<file path="src/ifel_pkg.sv">
// Package for the interrupt flag and enable block: register map, bit positions, resets, carriers.
// Assumes a 32-bit AXI4-Lite register bus and a single 100 MHz clock.
package ifel_pkg;
    // Register byte offsets
    localparam logic [3:0] IFEL_OFS_CONTROL = 4'h0;  // Core control register
    localparam logic [3:0] IFEL_OFS_FLAGS3 = 4'h4;   // Peripheral flag register three
    localparam logic [3:0] IFEL_OFS_PEN3 = 4'h8;     // Peripheral enable register three
    localparam logic [3:0] IFEL_OFS_PRI = 4'hC;      // Priority mode and per-source priority
    // Control register bit positions
    localparam int IFEL_BIT_GHE = 7;   // Global / high enable
    localparam int IFEL_BIT_PLE = 6;   // Peripheral / low enable
    localparam int IFEL_BIT_T0E = 5;   // Timer zero overflow enable
    localparam int IFEL_BIT_EXE = 4;   // External edge enable
    localparam int IFEL_BIT_PCE = 3;   // Port change enable
    localparam int IFEL_BIT_T0F = 2;   // Timer zero overflow flag
    localparam int IFEL_BIT_EXF = 1;   // External edge flag
    localparam int IFEL_BIT_PCF = 0;   // Port change flag
    // Flag register three bit positions
    localparam int IFEL_BIT_PWF = 4;   // PWM time base flag
    localparam int IFEL_BIT_C3F = 3;   // Capture three / direction
    localparam int IFEL_BIT_C2F = 2;   // Capture two / position
    localparam int IFEL_BIT_C1F = 1;   // Capture one / velocity
    localparam int IFEL_BIT_T5F = 0;   // Timer five match flag
    // Priority register bit of the mode
    localparam int IFEL_BIT_PMODE = 8;
    // Reset values
    localparam logic [7:0] IFEL_RST_CONTROL = 8'h00;
    localparam logic [7:0] IFEL_RST_FLAGS3 = 8'h00;
    localparam logic [7:0] IFEL_RST_PEN3 = 8'h00;
    localparam logic [8:0] IFEL_RST_PRI = 9'h000;
    localparam logic [7:0] IFEL_MASK_FLAGS3 = 8'h1F;  // Implemented flag bits
    localparam logic [1:0] IFEL_RESP_OKAY = 2'h0;
    localparam logic [1:0] IFEL_RESP_SLVERR = 2'h2;
    localparam int IFEL_PIN_SYNC = 2;  // Pin synchroniser depth

    // Encoder configuration carrier
    typedef struct packed {
        logic encoder_on;            // Encoder mode replaces capture use
        logic velocity_disable_bit;  // 0 means velocity measurement on
    } ifel_enc_cfg_t;

    // Event strobes from peripherals (one-cycle pulses, same clock)
    typedef struct packed {
        logic pwm_match;      // PWM time base matched period, after postscaler
        logic capture_input_three_edge;      // Capture three active edge
        logic cap2_edge;      // Capture two active edge
        logic cap1_edge;      // Capture one active edge
        logic dir_change;     // Encoder direction changed
        logic pos_reset;      // Position counter reset by rollover or index
        logic vel_edge;       // Velocity capture edge
        logic t5_match;       // Timer five matched period
        logic t0_overflow;    // Timer zero overflow
    } ifel_evt_t;
endpackage

</file>
<file path="src/ifel_pin_sync.sv">
// Two-stage synchroniser for a bus of pin inputs, with edge-change detection.
// Assumes asynchronous pins and one clock domain.
`timescale 1ns/1ps
module ifel_pin_sync
    import ifel_pkg::*;
#(
    parameter int WIDTH = 5
) (
    // Clock and reset
    input wire logic aclk,
    input wire logic aresetn,
    input wire logic ce,
    // Pins and result
    input wire logic [WIDTH-1:0] pin_in,
    output logic [WIDTH-1:0] pin_sync,
    output logic [WIDTH-1:0] pin_rise,
    output logic [WIDTH-1:0] pin_change
);
    logic [WIDTH-1:0] s1_q;    // First stage, read only by second
    logic [WIDTH-1:0] s2_q;    // Second stage
    logic [WIDTH-1:0] s3_q;    // Previous value for edges
    logic primed_q;            // Blocks false change right after reset

    logic [1:0] fill_q;  // Real pin values in chain

    // Synchroniser chain
    always_ff @(posedge aclk) begin
        if (!aresetn) begin
            s1_q <= '0;
            s2_q <= '0;
            s3_q <= '0;
            primed_q <= 1'b0;
            fill_q <= 2'h0;
        end else if (ce) begin
            s1_q <= pin_in;
            s2_q <= s1_q;
            s3_q <= s2_q;
            fill_q <= {fill_q[0], 1'b1};
            primed_q <= fill_q[1];
        end
    end

    assign pin_sync = s2_q;
    assign pin_rise = s2_q & ~s3_q & {WIDTH{primed_q}};
    assign pin_change = (s2_q ^ s3_q) & {WIDTH{primed_q}};
endmodule

</file>
<file path="src/ifel_top.sv">
// Interrupt flag and enable logic with an AXI4-Lite register slave.
// Assumes event strobes are one-cycle pulses on aclk; pins are asynchronous.
//
// How it works
// RULE_01 - Flags set on events regardless of enables
// RULE_02 - Software clears flag before enabling source
// RULE_03 - Priority off: global bit gates all requests
// RULE_04 - Priority on: top bit gates high priority
// RULE_05 - Priority off: peripheral bit gates peripheral requests
// RULE_06 - Priority on: peripheral bit gates low priority
// RULE_07 - Timer zero overflow sets sticky flag
// RULE_08 - External edge sets sticky flag
// RULE_09 - Upper port pin change sets sticky flag
// RULE_10 - Port change enable gates change request
// RULE_11 - PWM period match sets its flag
// RULE_12 - Capture edge sets channel flag
// RULE_13 - Encoder on: direction change sets channel three
// RULE_14 - Encoder on: position reset sets channel two
// RULE_15 - Encoder velocity edge sets channel one
// RULE_16 - Timer five period match sets flag
// RULE_17 - Position counter reset raises request
// RULE_18 - Flag, enable and gates make request
//
// The AXI4-Lite interface to the registers and the placing of the registers were chosen for this implementation.
`timescale 1ns/1ps
module ifel_top
    import ifel_pkg::*;
(
    // Clock, reset, enable
    input wire logic aclk,
    input wire logic aresetn,
    input wire logic ce,
    // AXI4-Lite write address
    input wire logic [3:0] s_axi_awaddr,
    input wire logic s_axi_awvalid,
    output logic s_axi_awready,
    // AXI4-Lite write data
    input wire logic [31:0] s_axi_wdata,
    input wire logic [3:0] s_axi_wstrb,
    input wire logic s_axi_wvalid,
    output logic s_axi_wready,
    // AXI4-Lite write response
    output logic [1:0] s_axi_bresp,
    output logic s_axi_bvalid,
    input wire logic s_axi_bready,
    // AXI4-Lite read address
    input wire logic [3:0] s_axi_araddr,
    input wire logic s_axi_arvalid,
    output logic s_axi_arready,
    // AXI4-Lite read data
    output logic [31:0] s_axi_rdata,
    output logic [1:0] s_axi_rresp,
    output logic s_axi_rvalid,
    input wire logic s_axi_rready,
    // Asynchronous pins: upper port pins and external edge
    input wire logic [3:0] port_upper_pins,
    input wire logic external_edge_pin,
    // Peripheral events and encoder configuration
    input wire ifel_evt_t events,
    input wire ifel_enc_cfg_t enc_cfg,
    // Requests to the core
    output logic irq_high,
    output logic irq_low
);
    // Register state
    logic [7:0] ctrl_q;        // Enables in 7:3, flags in 2:0
    logic [7:0] flags3_q;      // Peripheral flags three
    logic [7:0] pen3_q;        // Peripheral enables three
    logic [8:0] pri_q;         // Bit 8 priority mode; 7:0 high-priority select per flags3 bit
    logic [7:0] ctrl_d;
    logic [7:0] flags3_d;
    // Bus handshake state
    // Taken early
    logic aw_held_q;
    logic w_held_q;
    // Early copies
    logic [3:0] awaddr_q;
    logic [31:0] wdata_q;
    logic [3:0] wstrb_q;
    // Write answer
    logic bvalid_q;
    logic [1:0] bresp_q;
    // Read answer
    logic rvalid_q;
    logic [31:0] rdata_q;
    logic [1:0] rresp_q;
    // Core requests
    logic irq_high_q;
    logic irq_low_q;

    // Pin synchroniser: bit 4 external edge, 3:0 port pins
    logic [4:0] pin_rise;
    logic [4:0] pin_change;
    ifel_pin_sync #(
        .WIDTH(5)
    ) u_sync (
        .aclk(aclk),
        .aresetn(aresetn),
        .ce(ce),
        .pin_in({external_edge_pin, port_upper_pins}),
        .pin_sync(),
        .pin_rise(pin_rise),
        .pin_change(pin_change)
    );

    // Write channel decode
    // Refused while busy
    wire aw_ok = s_axi_awvalid & ~aw_held_q & ~bvalid_q;
    wire w_ok = s_axi_wvalid & ~w_held_q & ~bvalid_q;
    // Both halves in
    wire have_aw = aw_held_q | aw_ok;
    wire have_w = w_held_q | w_ok;
    wire wr_go = have_aw & have_w & ~bvalid_q;
    // Early copy first
    wire [3:0] wr_addr = aw_held_q ? awaddr_q : s_axi_awaddr;
    wire [31:0] wr_data = w_held_q ? wdata_q : s_axi_wdata;
    wire [3:0] wr_strb = w_held_q ? wstrb_q : s_axi_wstrb;
    // Lane 0 bits, 1 mode
    wire wr_lane0 = wr_go & wr_strb[0];
    wire wr_lane1 = wr_go & wr_strb[1];
    // Register selects
    wire wr_ctrl = wr_lane0 & (wr_addr == IFEL_OFS_CONTROL);
    wire wr_flags3 = wr_lane0 & (wr_addr == IFEL_OFS_FLAGS3);
    wire wr_pen3 = wr_lane0 & (wr_addr == IFEL_OFS_PEN3);
    wire wr_pri = wr_go & (wr_addr == IFEL_OFS_PRI);
    // Others get an error
    wire wr_mapped = (wr_addr == IFEL_OFS_CONTROL) | (wr_addr == IFEL_OFS_FLAGS3) |
                     (wr_addr == IFEL_OFS_PEN3) | (wr_addr == IFEL_OFS_PRI);

    // Read channel decode
    // Refused while busy
    wire rd_go = s_axi_arvalid & ~rvalid_q;
    // Unmapped: error
    wire rd_mapped = (s_axi_araddr == IFEL_OFS_CONTROL) | (s_axi_araddr == IFEL_OFS_FLAGS3) |
                     (s_axi_araddr == IFEL_OFS_PEN3) | (s_axi_araddr == IFEL_OFS_PRI);
    // Upper bits read 0
    wire [31:0] rd_mux = (s_axi_araddr == IFEL_OFS_CONTROL) ? {24'h000000, ctrl_q} :
                         (s_axi_araddr == IFEL_OFS_FLAGS3) ? {24'h000000, flags3_q} :
                         (s_axi_araddr == IFEL_OFS_PEN3) ? {24'h000000, pen3_q} :
                         (s_axi_araddr == IFEL_OFS_PRI) ? {23'h000000, pri_q} : 32'h00000000;

    // Event sources into flags
    wire ev_t0 = events.t0_overflow;                                     // RULE_07
    wire ev_ext = pin_rise[4];                                           // RULE_08
    wire ev_port = |pin_change[3:0];                                     // RULE_09
    wire ev_pwm = events.pwm_match;                                      // RULE_11
    wire ev_c3 = enc_cfg.encoder_on ? events.dir_change : events.capture_input_three_edge;  // RULE_12 RULE_13
    wire ev_c2 = enc_cfg.encoder_on ? events.pos_reset : events.cap2_edge;   // RULE_12 RULE_14 RULE_17
    // Velocity gated
    wire ev_c1 = enc_cfg.encoder_on ? (events.vel_edge & ~enc_cfg.velocity_disable_bit)
                                    : events.cap1_edge;                  // RULE_12 RULE_15
    wire ev_t5 = events.t5_match;                                        // RULE_16
    // Flag positions
    wire [2:0] core_ev = {ev_t0, ev_ext, ev_port};
    wire [7:0] p3_ev = {3'b000, ev_pwm, ev_c3, ev_c2, ev_c1, ev_t5};

    // Next flag values: data write, then event set wins over any clear
    always_comb begin
        // Hold by default
        ctrl_d = ctrl_q;
        flags3_d = flags3_q;
        // Write replaces byte
        if (wr_ctrl) begin
            ctrl_d = wr_data[7:0];
        end
        // Unused bits stay 0
        if (wr_flags3) begin
            flags3_d = wr_data[7:0] & IFEL_MASK_FLAGS3;
        end
        // Set wins over clear
        ctrl_d[2:0] = ctrl_d[2:0] | core_ev;                // RULE_01
        flags3_d = flags3_d | (p3_ev & IFEL_MASK_FLAGS3);   // RULE_01
    end

    // Request gating
    wire prio_on = pri_q[IFEL_BIT_PMODE];
    // Top control bits
    wire g_hi = ctrl_q[IFEL_BIT_GHE];
    wire g_lo = ctrl_q[IFEL_BIT_PLE];
    wire t0_act = ctrl_q[IFEL_BIT_T0F] & ctrl_q[IFEL_BIT_T0E];  // RULE_18
    wire ex_act = ctrl_q[IFEL_BIT_EXF] & ctrl_q[IFEL_BIT_EXE];  // RULE_18
    wire pc_act = ctrl_q[IFEL_BIT_PCF] & ctrl_q[IFEL_BIT_PCE];  // RULE_10
    // Any core source
    wire core_act = t0_act | ex_act | pc_act;
    wire [7:0] p3_act = flags3_q & pen3_q;                      // RULE_18
    // Priority split
    wire p3_hi = |(p3_act & pri_q[7:0]);
    wire p3_lo = |(p3_act & ~pri_q[7:0]);
    // Priority off: one request line, global and peripheral gates
    wire req_flat = g_hi & (core_act | (g_lo & (|p3_act)));   // RULE_03 RULE_05
    // Priority on: core sources are high; peripherals by their select bit
    wire req_hi = g_hi & (core_act | p3_hi);                  // RULE_04
    wire req_lo = g_lo & p3_lo;                               // RULE_06
    // Low line in mode only
    wire irq_high_d = prio_on ? req_hi : req_flat;
    wire irq_low_d = prio_on & req_lo;

    // Register file and request outputs
    always_ff @(posedge aclk) begin
        if (!aresetn) begin
            ctrl_q <= IFEL_RST_CONTROL;
            flags3_q <= IFEL_RST_FLAGS3;
            pen3_q <= IFEL_RST_PEN3;
            pri_q <= IFEL_RST_PRI;
            irq_high_q <= 1'b0;
            irq_low_q <= 1'b0;
        end else if (ce) begin
            // Flags, requests
            ctrl_q <= ctrl_d;
            flags3_q <= flags3_d;
            irq_high_q <= irq_high_d;
            irq_low_q <= irq_low_d;
            // Enables three
            if (wr_pen3) begin
                pen3_q <= wr_data[7:0] & IFEL_MASK_FLAGS3;
            end
            // Lane 0 select, 1 mode
            if (wr_pri) begin
                if (wr_strb[0]) begin
                    pri_q[7:0] <= wr_data[7:0] & IFEL_MASK_FLAGS3;
                end
                if (wr_lane1) begin
                    pri_q[IFEL_BIT_PMODE] <= wr_data[IFEL_BIT_PMODE];
                end
            end
        end
    end

    // Write address and data holding
    always_ff @(posedge aclk) begin
        if (!aresetn) begin
            aw_held_q <= 1'b0;
            w_held_q <= 1'b0;
            awaddr_q <= 4'h0;
            wdata_q <= 32'h00000000;
            wstrb_q <= 4'h0;
        end else if (ce) begin
            if (wr_go) begin
                // Copies released
                aw_held_q <= 1'b0;
                w_held_q <= 1'b0;
            end else begin
                // Lone channel kept
                if (aw_ok) begin
                    aw_held_q <= 1'b1;
                    awaddr_q <= s_axi_awaddr;
                end
                if (w_ok) begin
                    w_held_q <= 1'b1;
                    wdata_q <= s_axi_wdata;
                    wstrb_q <= s_axi_wstrb;
                end
            end
        end
    end

    // Write response
    always_ff @(posedge aclk) begin
        if (!aresetn) begin
            bvalid_q <= 1'b0;
            bresp_q <= IFEL_RESP_OKAY;
        end else if (ce) begin
            // Both halves in
            if (wr_go) begin
                bvalid_q <= 1'b1;
                bresp_q <= wr_mapped ? IFEL_RESP_OKAY : IFEL_RESP_SLVERR;
            end else if (s_axi_bready) begin
                bvalid_q <= 1'b0;
            end
        end
    end

    // Read response
    always_ff @(posedge aclk) begin
        if (!aresetn) begin
            rvalid_q <= 1'b0;
            rdata_q <= 32'h00000000;
            rresp_q <= IFEL_RESP_OKAY;
        end else if (ce) begin
            // Caught at address
            if (rd_go) begin
                rvalid_q <= 1'b1;
                rdata_q <= rd_mux;
                rresp_q <= rd_mapped ? IFEL_RESP_OKAY : IFEL_RESP_SLVERR;
            end else if (s_axi_rready) begin
                // Answer taken
                rvalid_q <= 1'b0;
            end
        end
    end

    // Ready signals are combinational accept terms
    // Low while frozen
    assign s_axi_awready = aw_ok & ce;
    assign s_axi_wready = w_ok & ce;
    assign s_axi_arready = rd_go & ce;
    // From flops
    assign s_axi_bvalid = bvalid_q;
    assign s_axi_bresp = bresp_q;
    assign s_axi_rvalid = rvalid_q;
    assign s_axi_rdata = rdata_q;
    assign s_axi_rresp = rresp_q;
    // Request flops
    assign irq_high = irq_high_q;
    assign irq_low = irq_low_q;
endmodule
</file>
<file path="config.mk">
export PLATFORM = sky130hd
export DESIGN_NAME = ifel_top
export DESIGN_NICKNAME = d
export VERILOG_FILES = /design/src/ifel_pkg.sv /design/src/ifel_pin_sync.sv /design/src/ifel_top.sv
export SDC_FILE = /design/constraint.sdc
export NUM_CORES = 1
export LEC_CHECK = 0
export ABC_AREA = 0
export BUFFER_PORTS_ARGS = -buffer_cell sky130_fd_sc_hd__buf_4
export CELL_PAD_IN_SITES_DETAIL_PLACEMENT = 0
export CELL_PAD_IN_SITES_GLOBAL_PLACEMENT = 2
export CORE_AREA = 2 2 152 95
export DETAILED_ROUTE_END_ITERATION = 6
export DIE_AREA = 0 0 154 97
export GPL_TIMING_DRIVEN = 0
export PLACE_DENSITY_LB_ADDON = 0.1
export SLEW_MARGIN = 0
export SYNTH_ARGS = -nofsm -noshare
export SYNTH_HDL_FRONTEND = slang
export SYNTH_SLANG_ARGS = --single-unit
</file>
<file path="constraint.sdc">
create_clock -name aclk -period 1.8 [get_ports aclk]
set_input_delay 0.18 -clock aclk [delete_from_list [all_inputs] [get_ports aclk]]
set_output_delay 0.18 -clock aclk [all_outputs]
set_load 0.02 [all_outputs]
</file>
# Yosys cells after proc, flatten, opt, wreduce, memory -nomap -nowiden
# Cells that the tools add are included.
# W data, S select, Z words.
dict set report word_totals {
  regBits 102
  latchBits 0
  ram_bits 0
  mem_bits_ro 0
  elab_cells 128
  mem_count 0
}
dict set report classes {
  add_sub_neg 0
  multipliers 0
  n_div 0
  magnitude_cmp 0
  eq_ne 6
  shifts 0
  n_mux 23
  bitwise 54
  n_reduce_logical 22
}
# cell n
set op_table {}
lappend op_table {{$mux W9} 5}
lappend op_table {{$and A1 B1 Y1} 25}
lappend op_table {{$reduce_or A8 Y1} 3}
lappend op_table {{$and A8 B5 Y8} 2}
lappend op_table {{$eq A4 B4 Y1 const B} 4}
lappend op_table {{$reduce_and A2 Y1} 8}
lappend op_table {{$mux W1} 12}
lappend op_table {{$or A1 B1 Y1} 12}
lappend op_table {{$reduce_and A3 Y1} 4}
lappend op_table {{$and A5 B5 Y5} 2}
lappend op_table {{$and A8 B8 Y8} 1}
lappend op_table {{$eq A4 B3 Y1 const B} 2}
lappend op_table {{$logic_not A4 Y1} 2}
lappend op_table {{$mux W8} 1}
lappend op_table {{$not A5 Y8} 1}
lappend op_table {{$or A8 B5 Y8} 1}
lappend op_table {{$reduce_bool A2 Y1} 4}
lappend op_table {{$mux W2} 3}
lappend op_table {{$not A1 Y1} 6}
lappend op_table {{$not A5 Y5} 1}
lappend op_table {{$and A4 B4 Y4} 1}
lappend op_table {{$mux W4} 1}
lappend op_table {{$reduce_or A4 Y1} 1}
lappend op_table {{$xor A4 B4 Y4} 1}
lappend op_table {{other kinds (2)} 2}

# Longest topological paths before layout
# Gate-level depths: netlist (run 1).
dict set report logic_depth {
  ltp_word 10
  ltp_mapped 6
  depth_no_buf 4
}

# By module
# From an unflattened synthesis (run 1), not the netlist that was laid out.
dict set report hier_totals {
  cells_unflattened 386
  area_unflattened_um2 3763.6
}
# mod instances cells_each area_each_um2 seq_area_each_um2
set modules_own_cells {}
lappend modules_own_cells {ifel_top 1 309 2936.6 1121.1}
lappend modules_own_cells {ifel_pin_sync 1 77 827.0 360.3}

# Worst setup path before layout (run 1)
# No wires, ideal clock.
dict set report synth_path {
  path_type {register -> register}
  startpoint {reg aw_held_q}
  endpoint {reg ctrl_q[1]}
  setup_ns 0.122
  arrival_time_ns 1.601
  required_ns 1.678
  setup_slack_ns 0.077
  stages_incl_launch_ff 6
  n_path_buf 1
  period_less_slack_ns 1.723
  cell_sequence {dfxtp_1 > buf_4 > nor4_1 > o211ai_1 > or4_1 > o311a_1}
}
dict set report synth_between {
  elab_chain_cells 10
}
# item line_no
set synth_rtl {}
lappend synth_rtl {{start: declaration} ifel_top.sv:74} ;# logic aw_held_q;
lappend synth_rtl {{start signal: assignment} ifel_top.sv:232} ;# aw_held_q <= 1'b0;
lappend synth_rtl {{start signal: assignment} ifel_top.sv:240} ;# aw_held_q <= 1'b0;
lappend synth_rtl {{start signal: assignment} ifel_top.sv:245} ;# aw_held_q <= 1'b1;
lappend synth_rtl {{$not A1 Y1} ifel_top.sv:108} ;# wire aw_ok = s_axi_awvalid & ~aw_held_q & ~bvalid_q;
lappend synth_rtl {{$and A1 B1 Y1 (2 in series)} ifel_top.sv:108}
lappend synth_rtl {{$or A1 B1 Y1} ifel_top.sv:111} ;# wire have_aw = aw_held_q | aw_ok;
lappend synth_rtl {{$and A1 B1 Y1 (2 in series)} ifel_top.sv:113} ;# wire wr_go = have_aw & have_w & ~bvalid_q;
lappend synth_rtl {{$and A1 B1 Y1} ifel_top.sv:119} ;# wire wr_lane0 = wr_go & wr_strb[0];
lappend synth_rtl {{$and A1 B1 Y1 *} ifel_top.sv:122} ;# wire wr_ctrl = wr_lane0 & (wr_addr == IFEL_OFS_CONTROL);
lappend synth_rtl {{$mux W3 *} ifel_top.sv:163} ;# if (wr_ctrl) begin
lappend synth_rtl {{$or A3 B3 Y3 *} ifel_top.sv:171} ;# ctrl_d[2:0] = ctrl_d[2:0] | core_ev;
lappend synth_rtl {{end signal: assignment} ifel_top.sv:209} ;# ctrl_q <= ctrl_d;
lappend synth_rtl {{end: declaration} ifel_top.sv:66} ;# logic [7:0] ctrl_q;
# Mark *: on every way between the ends. The rest lies on a longest branch, timed or not.
# A chain may end at the register's enable or synchronous reset.

# Final worst setup path (run 1)
dict set report layout_path {
  startpoint {reg awaddr_q[0]}
  endpoint {reg pri_q[8]}
}
dict set report layout_between {
  elab_chain_cells 4
}
# item line_no
set layout_rtl {}
lappend layout_rtl {{start: declaration} ifel_top.sv:77} ;# logic [3:0] awaddr_q;
lappend layout_rtl {{start signal: assignment} ifel_top.sv:246} ;# awaddr_q <= s_axi_awaddr;
lappend layout_rtl {{$mux W4} ifel_top.sv:115} ;# wire [3:0] wr_addr = aw_held_q ? awaddr_q : s_axi_awaddr;
lappend layout_rtl {{$eq A4 B4 Y1} ifel_top.sv:125} ;# wire wr_pri = wr_go & (wr_addr == IFEL_OFS_PRI);
lappend layout_rtl {{$and A1 B1 Y1} ifel_top.sv:125}
lappend layout_rtl {{$reduce_and A3 Y1 (no source line)} n/a}
lappend layout_rtl {{end signal: indexed assignment} ifel_top.sv:223} ;# pri_q[IFEL_BIT_PMODE] <= wr_data[IFEL_BIT_PMODE];
lappend layout_rtl {{end: declaration} ifel_top.sv:69} ;# logic [8:0] pri_q;
# Every way passes these cells.

==> qor.csv, run 1 <==
metric;value;unit
fmax;579;MHz
slowest_delay;0.43;ns
drc;0;
worstMarginPinSlew;0.712;ns
cts_tree;built;
dp_slack;-0.334;ns
ir_drop;0.000421;V
grt_pass1_vias;3075;
wl;11.0;mm
slew_headroom;52.5;%
switching_share;25.6;%
arrival;1.97;ns
grt_max_degree;15;
die_h;97;um
crit_type;register to register;
p_per_area;933;nW/um2
fin_nets;567;
synth_area;3570;um2
firstDrtPassIters;5;
clk_path_buf_depth;2;
seq_area_frac_synth;41.5;%
p_seq_share;39.1;%
instances_no_fill;679;
yosysWarnings;0;
synth_area_leaders;dfxtp_1 (42%), mux2i_1 (11%), buf_4 (5.5%);
status;finished clean;
die_w;154;um
switchingPower;1.15;mW
clock_latency;0.33;ns
grt_pass1_wl;17.3;mm
start_util;26.6;%
gp_congestion;0.776;
period_needed;1.73;ns
io_buffers;57;
clock-sinks;74;
cts_buffers;9;
yosys.area.top_type;dfxtp_1;
vias;3139;
drtAntennaViolNets;0;
syn2layout_area_growth;34.3;%
placed_area;4300;um2
fp-row-count;33;
p_comb_share;13.3;%
worstPathCellList;or3b_4, a2111oi_4, buf_6, a21oi_1, a311oi_1;
drv_cap;0;
p_clk_share;47.6;%
wl_per_cell;16.2;um
final.setup.tns;0;ns
cts_root_buffer;clkbuf_16;
endpoint_kind;register;
synth_cell_types;50;
finish.utilization;35.7;%
worst_slack;0.0743;ns
holdBufCountCts;0;
htree_levels;3;
die_area;14900;um2
period_share;95.9;%
place_inst;661;
finalHoldViolations;0;
total_power;4.47;mW
synth.top_cell.area_share;41.5;%
multi_input_area;1970;um2
timing.final.max_slew_violations;0;
avgViaCountPerCell;4.62;
num_antenna_cells;0;
critical_path.max_fanout;4;
ios;111;
startpoint_type;register;
synthFlopType;dfxtp_1;
yosys_register_bits;74;
fp.coreArea;13400;um2
hold_class;input pin to register;
path_delay_family;compound AO/OA/AOI/OAI gates;
fin_hold_ws;0.0746;ns
power.internal;3.32;mW
worst-endpoint-required;2.04;ns
path_clk_slew;0.07;ns
drt_iter0_markers;137;
fillers;1392;
skew;0.00751;ns
synth_edf_count;0;
p_leak;1.98;nW
drive_gt1_share;27.2;%
slowest_stage;or3b_4;
final_area;4790;um2
dpl.hpwl;8.41;mm
path_buf_inv;1;
syn_area_per_cell;8.81;um2
syn_inst;405;
grt-ovfl-total;0;
seqCellArea;1480;um2
grt_antenna_before_repair;0;
setup_viol;0;
ys_async_sr_fraction;0;%
grt_usage;15.0;%
rsz0062_at_grt;true;
area by class of cell:
type / instances / share of cell area (%)
Buffer: 47 / 5.95
Sequential cell: 74 / 31.0
Clock inverter: 7 / 2.61
Clock buffer: 9 / 4.70
Multi-Input combinational cell: 301 / 41.1
Tap cell: 175 / 4.57
Inverter: 4 / 0.366
Timing Repair Buffer: 62 / 9.74
worst paths after layout:
| kind | from | to | slack, ns | cells past startpoint |
|---|---|---|---|---|
| worst min register to register | wdata_q[4]$_SDFFE_PN0P_ | wdata_q[4]$_SDFFE_PN0P_ | 0.45 | 2 |
| worst max-delay path | awaddr_q[0]$_SDFFE_PN0P_ | pri_q[8]$_SDFFE_PN0P_ | 0.07 | 5 |
| worst max register to register | awaddr_q[0]$_SDFFE_PN0P_ | pri_q[8]$_SDFFE_PN0P_ | 0.07 | 5 |
| worst min-delay path | port_upper_pins[1] | u_sync.s1_q[1]$_SDFFE_PN0P_ | 0.07 | 3 |
layer usage:
layer / up-vias / GRT usage (%) / routed length, um
met3: 8 / 3.67 / 547
li1: 1599 / - / -
met5: - / 0 / 0
met1: 1465 / 22.1 / 5730
met4: 0 / 3.74 / 72
met2: 67 / 21.8 / 4650
layout by cell type (no fill, tap or decap), types with 14 or more instances in the layout:
cell type,instances
mux2i_1,38
nand2_1,41
nand3_1,22
nor2_1,35
buf_4,86
a21oi_1,35
clkbuf_1,14
conb_1,25
dfxtp_1,72
cell usage after synthesis (3+ instances only):
| cell | number |
|---|---|
| o22ai_1 | 3 |
| mux2_2 | 9 |
| a221oi_1 | 4 |
| nand4_1 | 3 |
| nand3b_1 | 3 |
| nand2b_1 | 5 |
| nand3_1 | 22 |
| nand2_1 | 41 |
| buf_4 | 26 |
| inv_1 | 3 |
| xnor2_1 | 4 |
| a22oi_1 | 9 |
| o21ai_0 | 7 |
| nor2_1 | 37 |
| clkbuf_1 | 18 |
| dfxtp_1 | 74 |
| buf_1 | 3 |
| buf_2 | 3 |
| a211oi_1 | 9 |
| nor2b_1 | 4 |
| mux2i_1 | 39 |
| a2bb2oi_1 | 5 |
| nor3_1 | 6 |
| a21oi_1 | 35 |
power by group through the flow:
stage	Sequential (mW)	Combinational [mW]	Clock (mW)
floorplan	1.78	0.358	0
global route	1.75	0.651	2.25
global placement	1.77	0.567	0
finish	1.75	0.594	2.13
detailed placement	1.77	0.572	0
CTS	1.75	0.592	2.18
worst register-to-register path: stages (launching register included):
cell and delay (ns):
dfxtp_1 0.35, or3b_4 0.43, a2111oi_4 0.36, buf_6 0.20, a21oi_1 0.07, a311oi_1 0.23
state kept, by name, summed over array words and instances (netlist names), 2 cells and up:
signal           cells
u_sync.pin_sync      5
s_axi_rdata          9
awaddr_q             4
u_sync.s1_q          5
u_sync.s3_q          5
pen3_q               5
pri_q                6
wstrb_q              2
flags3_q             5
wdata_q              9
u_sync.fill_q        2
ctrl_q               8
cell families after synthesis:
logic type | Yosys count | synth area share [%]
multiplexers | 48 | 13.8
other | 1 | 0.105
flip-flops | 74 | 41.5
AO/OA/AOI/OAI | 87 | 16.6
AND/OR/NAND/NOR | 137 | 18.4
buffers and inverters | 54 | 8.52
XOR/XNOR | 4 | 0.982
repair_timing:
item	in CTS	in global routing
buffers inserted	3	1
cloned	1	0
resized for setup	18	8
pin swaps	4	4
setup endpoints to repair	36	25
(Power assumes the default switching activity.)
==> run 2: changes to the inputs <==
--- a/config.mk
+++ b/config.mk
@@ -14,4 +14,5 @@
 export DIE_AREA = 0 0 154 97
 export GPL_TIMING_DRIVEN = 0
+export HOLD_SLACK_MARGIN = 0.08
 export PLACE_DENSITY_LB_ADDON = 0.1
 export SLEW_MARGIN = 0
==> constraint.sdc (replaced) <==
create_clock -name aclk -period 1.8 [get_ports aclk]
set_input_delay 0.18 -clock aclk [delete_from_list [all_inputs] [get_ports aclk]]
set_output_delay 0.18 -clock aclk [all_outputs]
set_load 0.005 [all_outputs]
==> qor.csv, run 2 (synthesis results as in run 1) <==
metric;value;unit;change
status;finished clean;;unchanged
path_clk_slew;0.07;ns;about the same
dpl.hpwl;8.41;mm;unchanged
drv_cap;0;;unchanged
reg2reg_to;pri_q[8]$_SDFFE_PN0P_;;unchanged
fp-row-count;33;;unchanged
arrival;1.95;ns;was 1.97 ns
place_inst;661;;unchanged
die_area;14900;um2;unchanged
die_h;97;um;unchanged
crit_type;register to register;;unchanged
fmax;584;MHz;was 579 MHz
p_clk_share;48.2;%;was 47.6%
cts_tree;built;;unchanged
syn2layout_area_growth;35.6;%;was 34.3%
switchingPower;1.10;mW;was 1.15 mW
grt_max_degree;15;;unchanged
finish.utilization;36.0;%;was 35.7%
period_share;95.1;%;was 95.9%
clock-sinks;74;;unchanged
placed_area;4300;um2;unchanged
power.internal;3.33;mW;was 3.32 mW
grt_pass1_wl;17.3;mm;about the same
endpoint_kind;register;;unchanged
min_from;port_upper_pins[3];;was port_upper_pins[1]
period_needed;1.71;ns;was 1.73 ns
fillers;1390;;was 1392
worstMarginPinSlew;0.700;ns;was 0.712 ns
die_w;154;um;unchanged
gp_congestion;0.776;;unchanged
grt_usage;15.0;%;about the same
hold_class;input pin to register;;unchanged
ios;111;;unchanged
p_comb_share;12.4;%;was 13.3%
clock_latency;0.34;ns;was 0.33 ns
ff2ff_path_depth;6;;was 5
grt_antenna_before_repair;0;;unchanged
final_area;4840;um2;was 4790 um2
slew_headroom;53.3;%;was 52.5%
startpoint_type;register;;unchanged
mostFrequentLayoutCells;buf_4 (88), dfxtp_1 (72), nand2_1 (40), mux2i_1 (38), nor2_1 (36);;was buf_4 (86), dfxtp_1 (72), nand2_1 (41), mux2i_1 (38)
num_antenna_cells;0;;unchanged
grt_pass1_vias;3069;;was 3075
grt-ovfl-total;0;;unchanged
worst-endpoint-required;2.04;ns;about the same
drt_iter0_markers;125;;was 137
switching_share;24.8;%;was 25.6%
skew;0.00855;ns;was 0.00751 ns
p_seq_share;39.5;%;was 39.1%
drive_gt1_share;27.1;%;was 27.2%
multi_input_area;1960;um2;was 1970 um2
p_leak;2.02;nW;was 1.98 nW
io_buffers;57;;unchanged
seqCellArea;1480;um2;unchanged
avgViaCountPerCell;4.63;;was 4.62
drc;0;;unchanged
clk_path_buf_depth;2;;unchanged
r2r_start;aw_held_q$_SDFFE_PN0P_;;was awaddr_q[0]$_SDFFE_PN0P_
finalHoldViolations;0;;unchanged
cts_root_buffer;clkbuf_16;;unchanged
final.setup.tns;0;ns;unchanged
r2r_slack;0.09;ns;was 0.07 ns
setup_viol;0;;unchanged
final_common_cell;buf_4;;unchanged
p_per_area;915;nW/um2;was 933 nW/um2
cts_buffers;9;;unchanged
firstDrtPassIters;4;;was 5
instances_no_fill;685;;was 679
wl_per_cell;16.1;um;was 16.2 um
htree_levels;3;;unchanged
crit_path_end;pri_q[8]$_SDFFE_PN0P_;;unchanged
fp.coreArea;13400;um2;unchanged
crit_start;aw_held_q$_SDFFE_PN0P_;;was awaddr_q[0]$_SDFFE_PN0P_
timing.final.max_slew_violations;0;;unchanged
critical_path.max_fanout;4;;unchanged
fin_nets;573;;was 567
start_util;26.6;%;unchanged
ir_drop;0.000423;V;was 0.000421 V
vias;3173;;was 3139
drtAntennaViolNets;0;;unchanged
wl;11.0;mm;about the same
-- run 2: worst min path at each step --
stage / to / slack, ns / depth (start not counted)
after detailed placement: u_sync.s1_q[1]$_SDFFE_PN0P_ / 0.42 / 3
after CTS: u_sync.s1_q[3]$_SDFFE_PN0P_ / 0.08 / 3
after global placement: u_sync.s1_q[4]$_SDFFE_PN0P_ / 0.42 / 3
final: u_sync.s1_q[3]$_SDFFE_PN0P_ / 0.09 / 3
after global routing: wdata_q[2]$_SDFFE_PN0P_ / 0.12 / 3
after floorplan: aw_held_q$_SDFFE_PN0P_ / 0.32 / 2
-- run 2: layout make-up --
| type | instances | area share (%) |
|---|---|---|
| sequential | 74 | 30.7 |
| clock buffer | 9 | 4.66 |
| clock inverter | 7 | 2.59 |
| inverter | 4 | 0.310 |
| buffer | 47 | 5.90 |
| tap | 175 | 4.53 |
| multi-input combinational | 301 | 40.5 |
| timing repair buffer | 68 | 10.8 |
-- run 2: per-stage QoR --
step           hold slack, ns  power (mW)  worst slack (ns)
2_1_floorplan           0.320        2.08            0.0769
3_5_place_dp            0.423        2.29            -0.334
5_1_grt                 0.116        4.61          -0.00207
6_report               0.0867        4.42            0.0883
3_3_place_gp            0.418        2.28            -0.374
4_1_cts                0.0823        4.46           0.00831
-- run 2: per-layer routing --
layer / track usage [%] / share of wire, % / vias up
li1: - / - / 1610
met1: 22.0 / 53 / 1493
met2: 21.7 / 42 / 64
met3: 3.67 / 3.9 / 6
met4: 3.74 / 0.44 / 0
met5: 0 / 0 / -
-- run 2: timing repair --
action | 4_1_cts | 5_1_grt
endpoints found under the setup margin | 36 | 18
gates cloned | 0 | 1
endpoints found under the hold margin | 4 | 0
buffers inserted | 4 | 2
hold buffers | 4 | 0
gates resized for setup | 17 | 7
pin swaps | 4 | 6
-- run 2: power by group through the flow --
stage | Clock, mW | Combinational [mW] | Sequential, mW
final | 2.13 | 0.547 | 1.75
after global routing | 2.25 | 0.604 | 1.75
after CTS | 2.18 | 0.541 | 1.75
after detailed placement | 0 | 0.515 | 1.77
after global placement | 0 | 0.509 | 1.77
after floorplan | 0 | 0.317 | 1.76
-- run 2: critical path, stage by stage (launching register included) --
cell and delay, ns:
dfxtp_2 0.33, buf_2 0.15, or3_4 0.35, a2111oi_4 0.30, buf_6 0.18, a21oi_1 0.07
a311oi_1 0.23
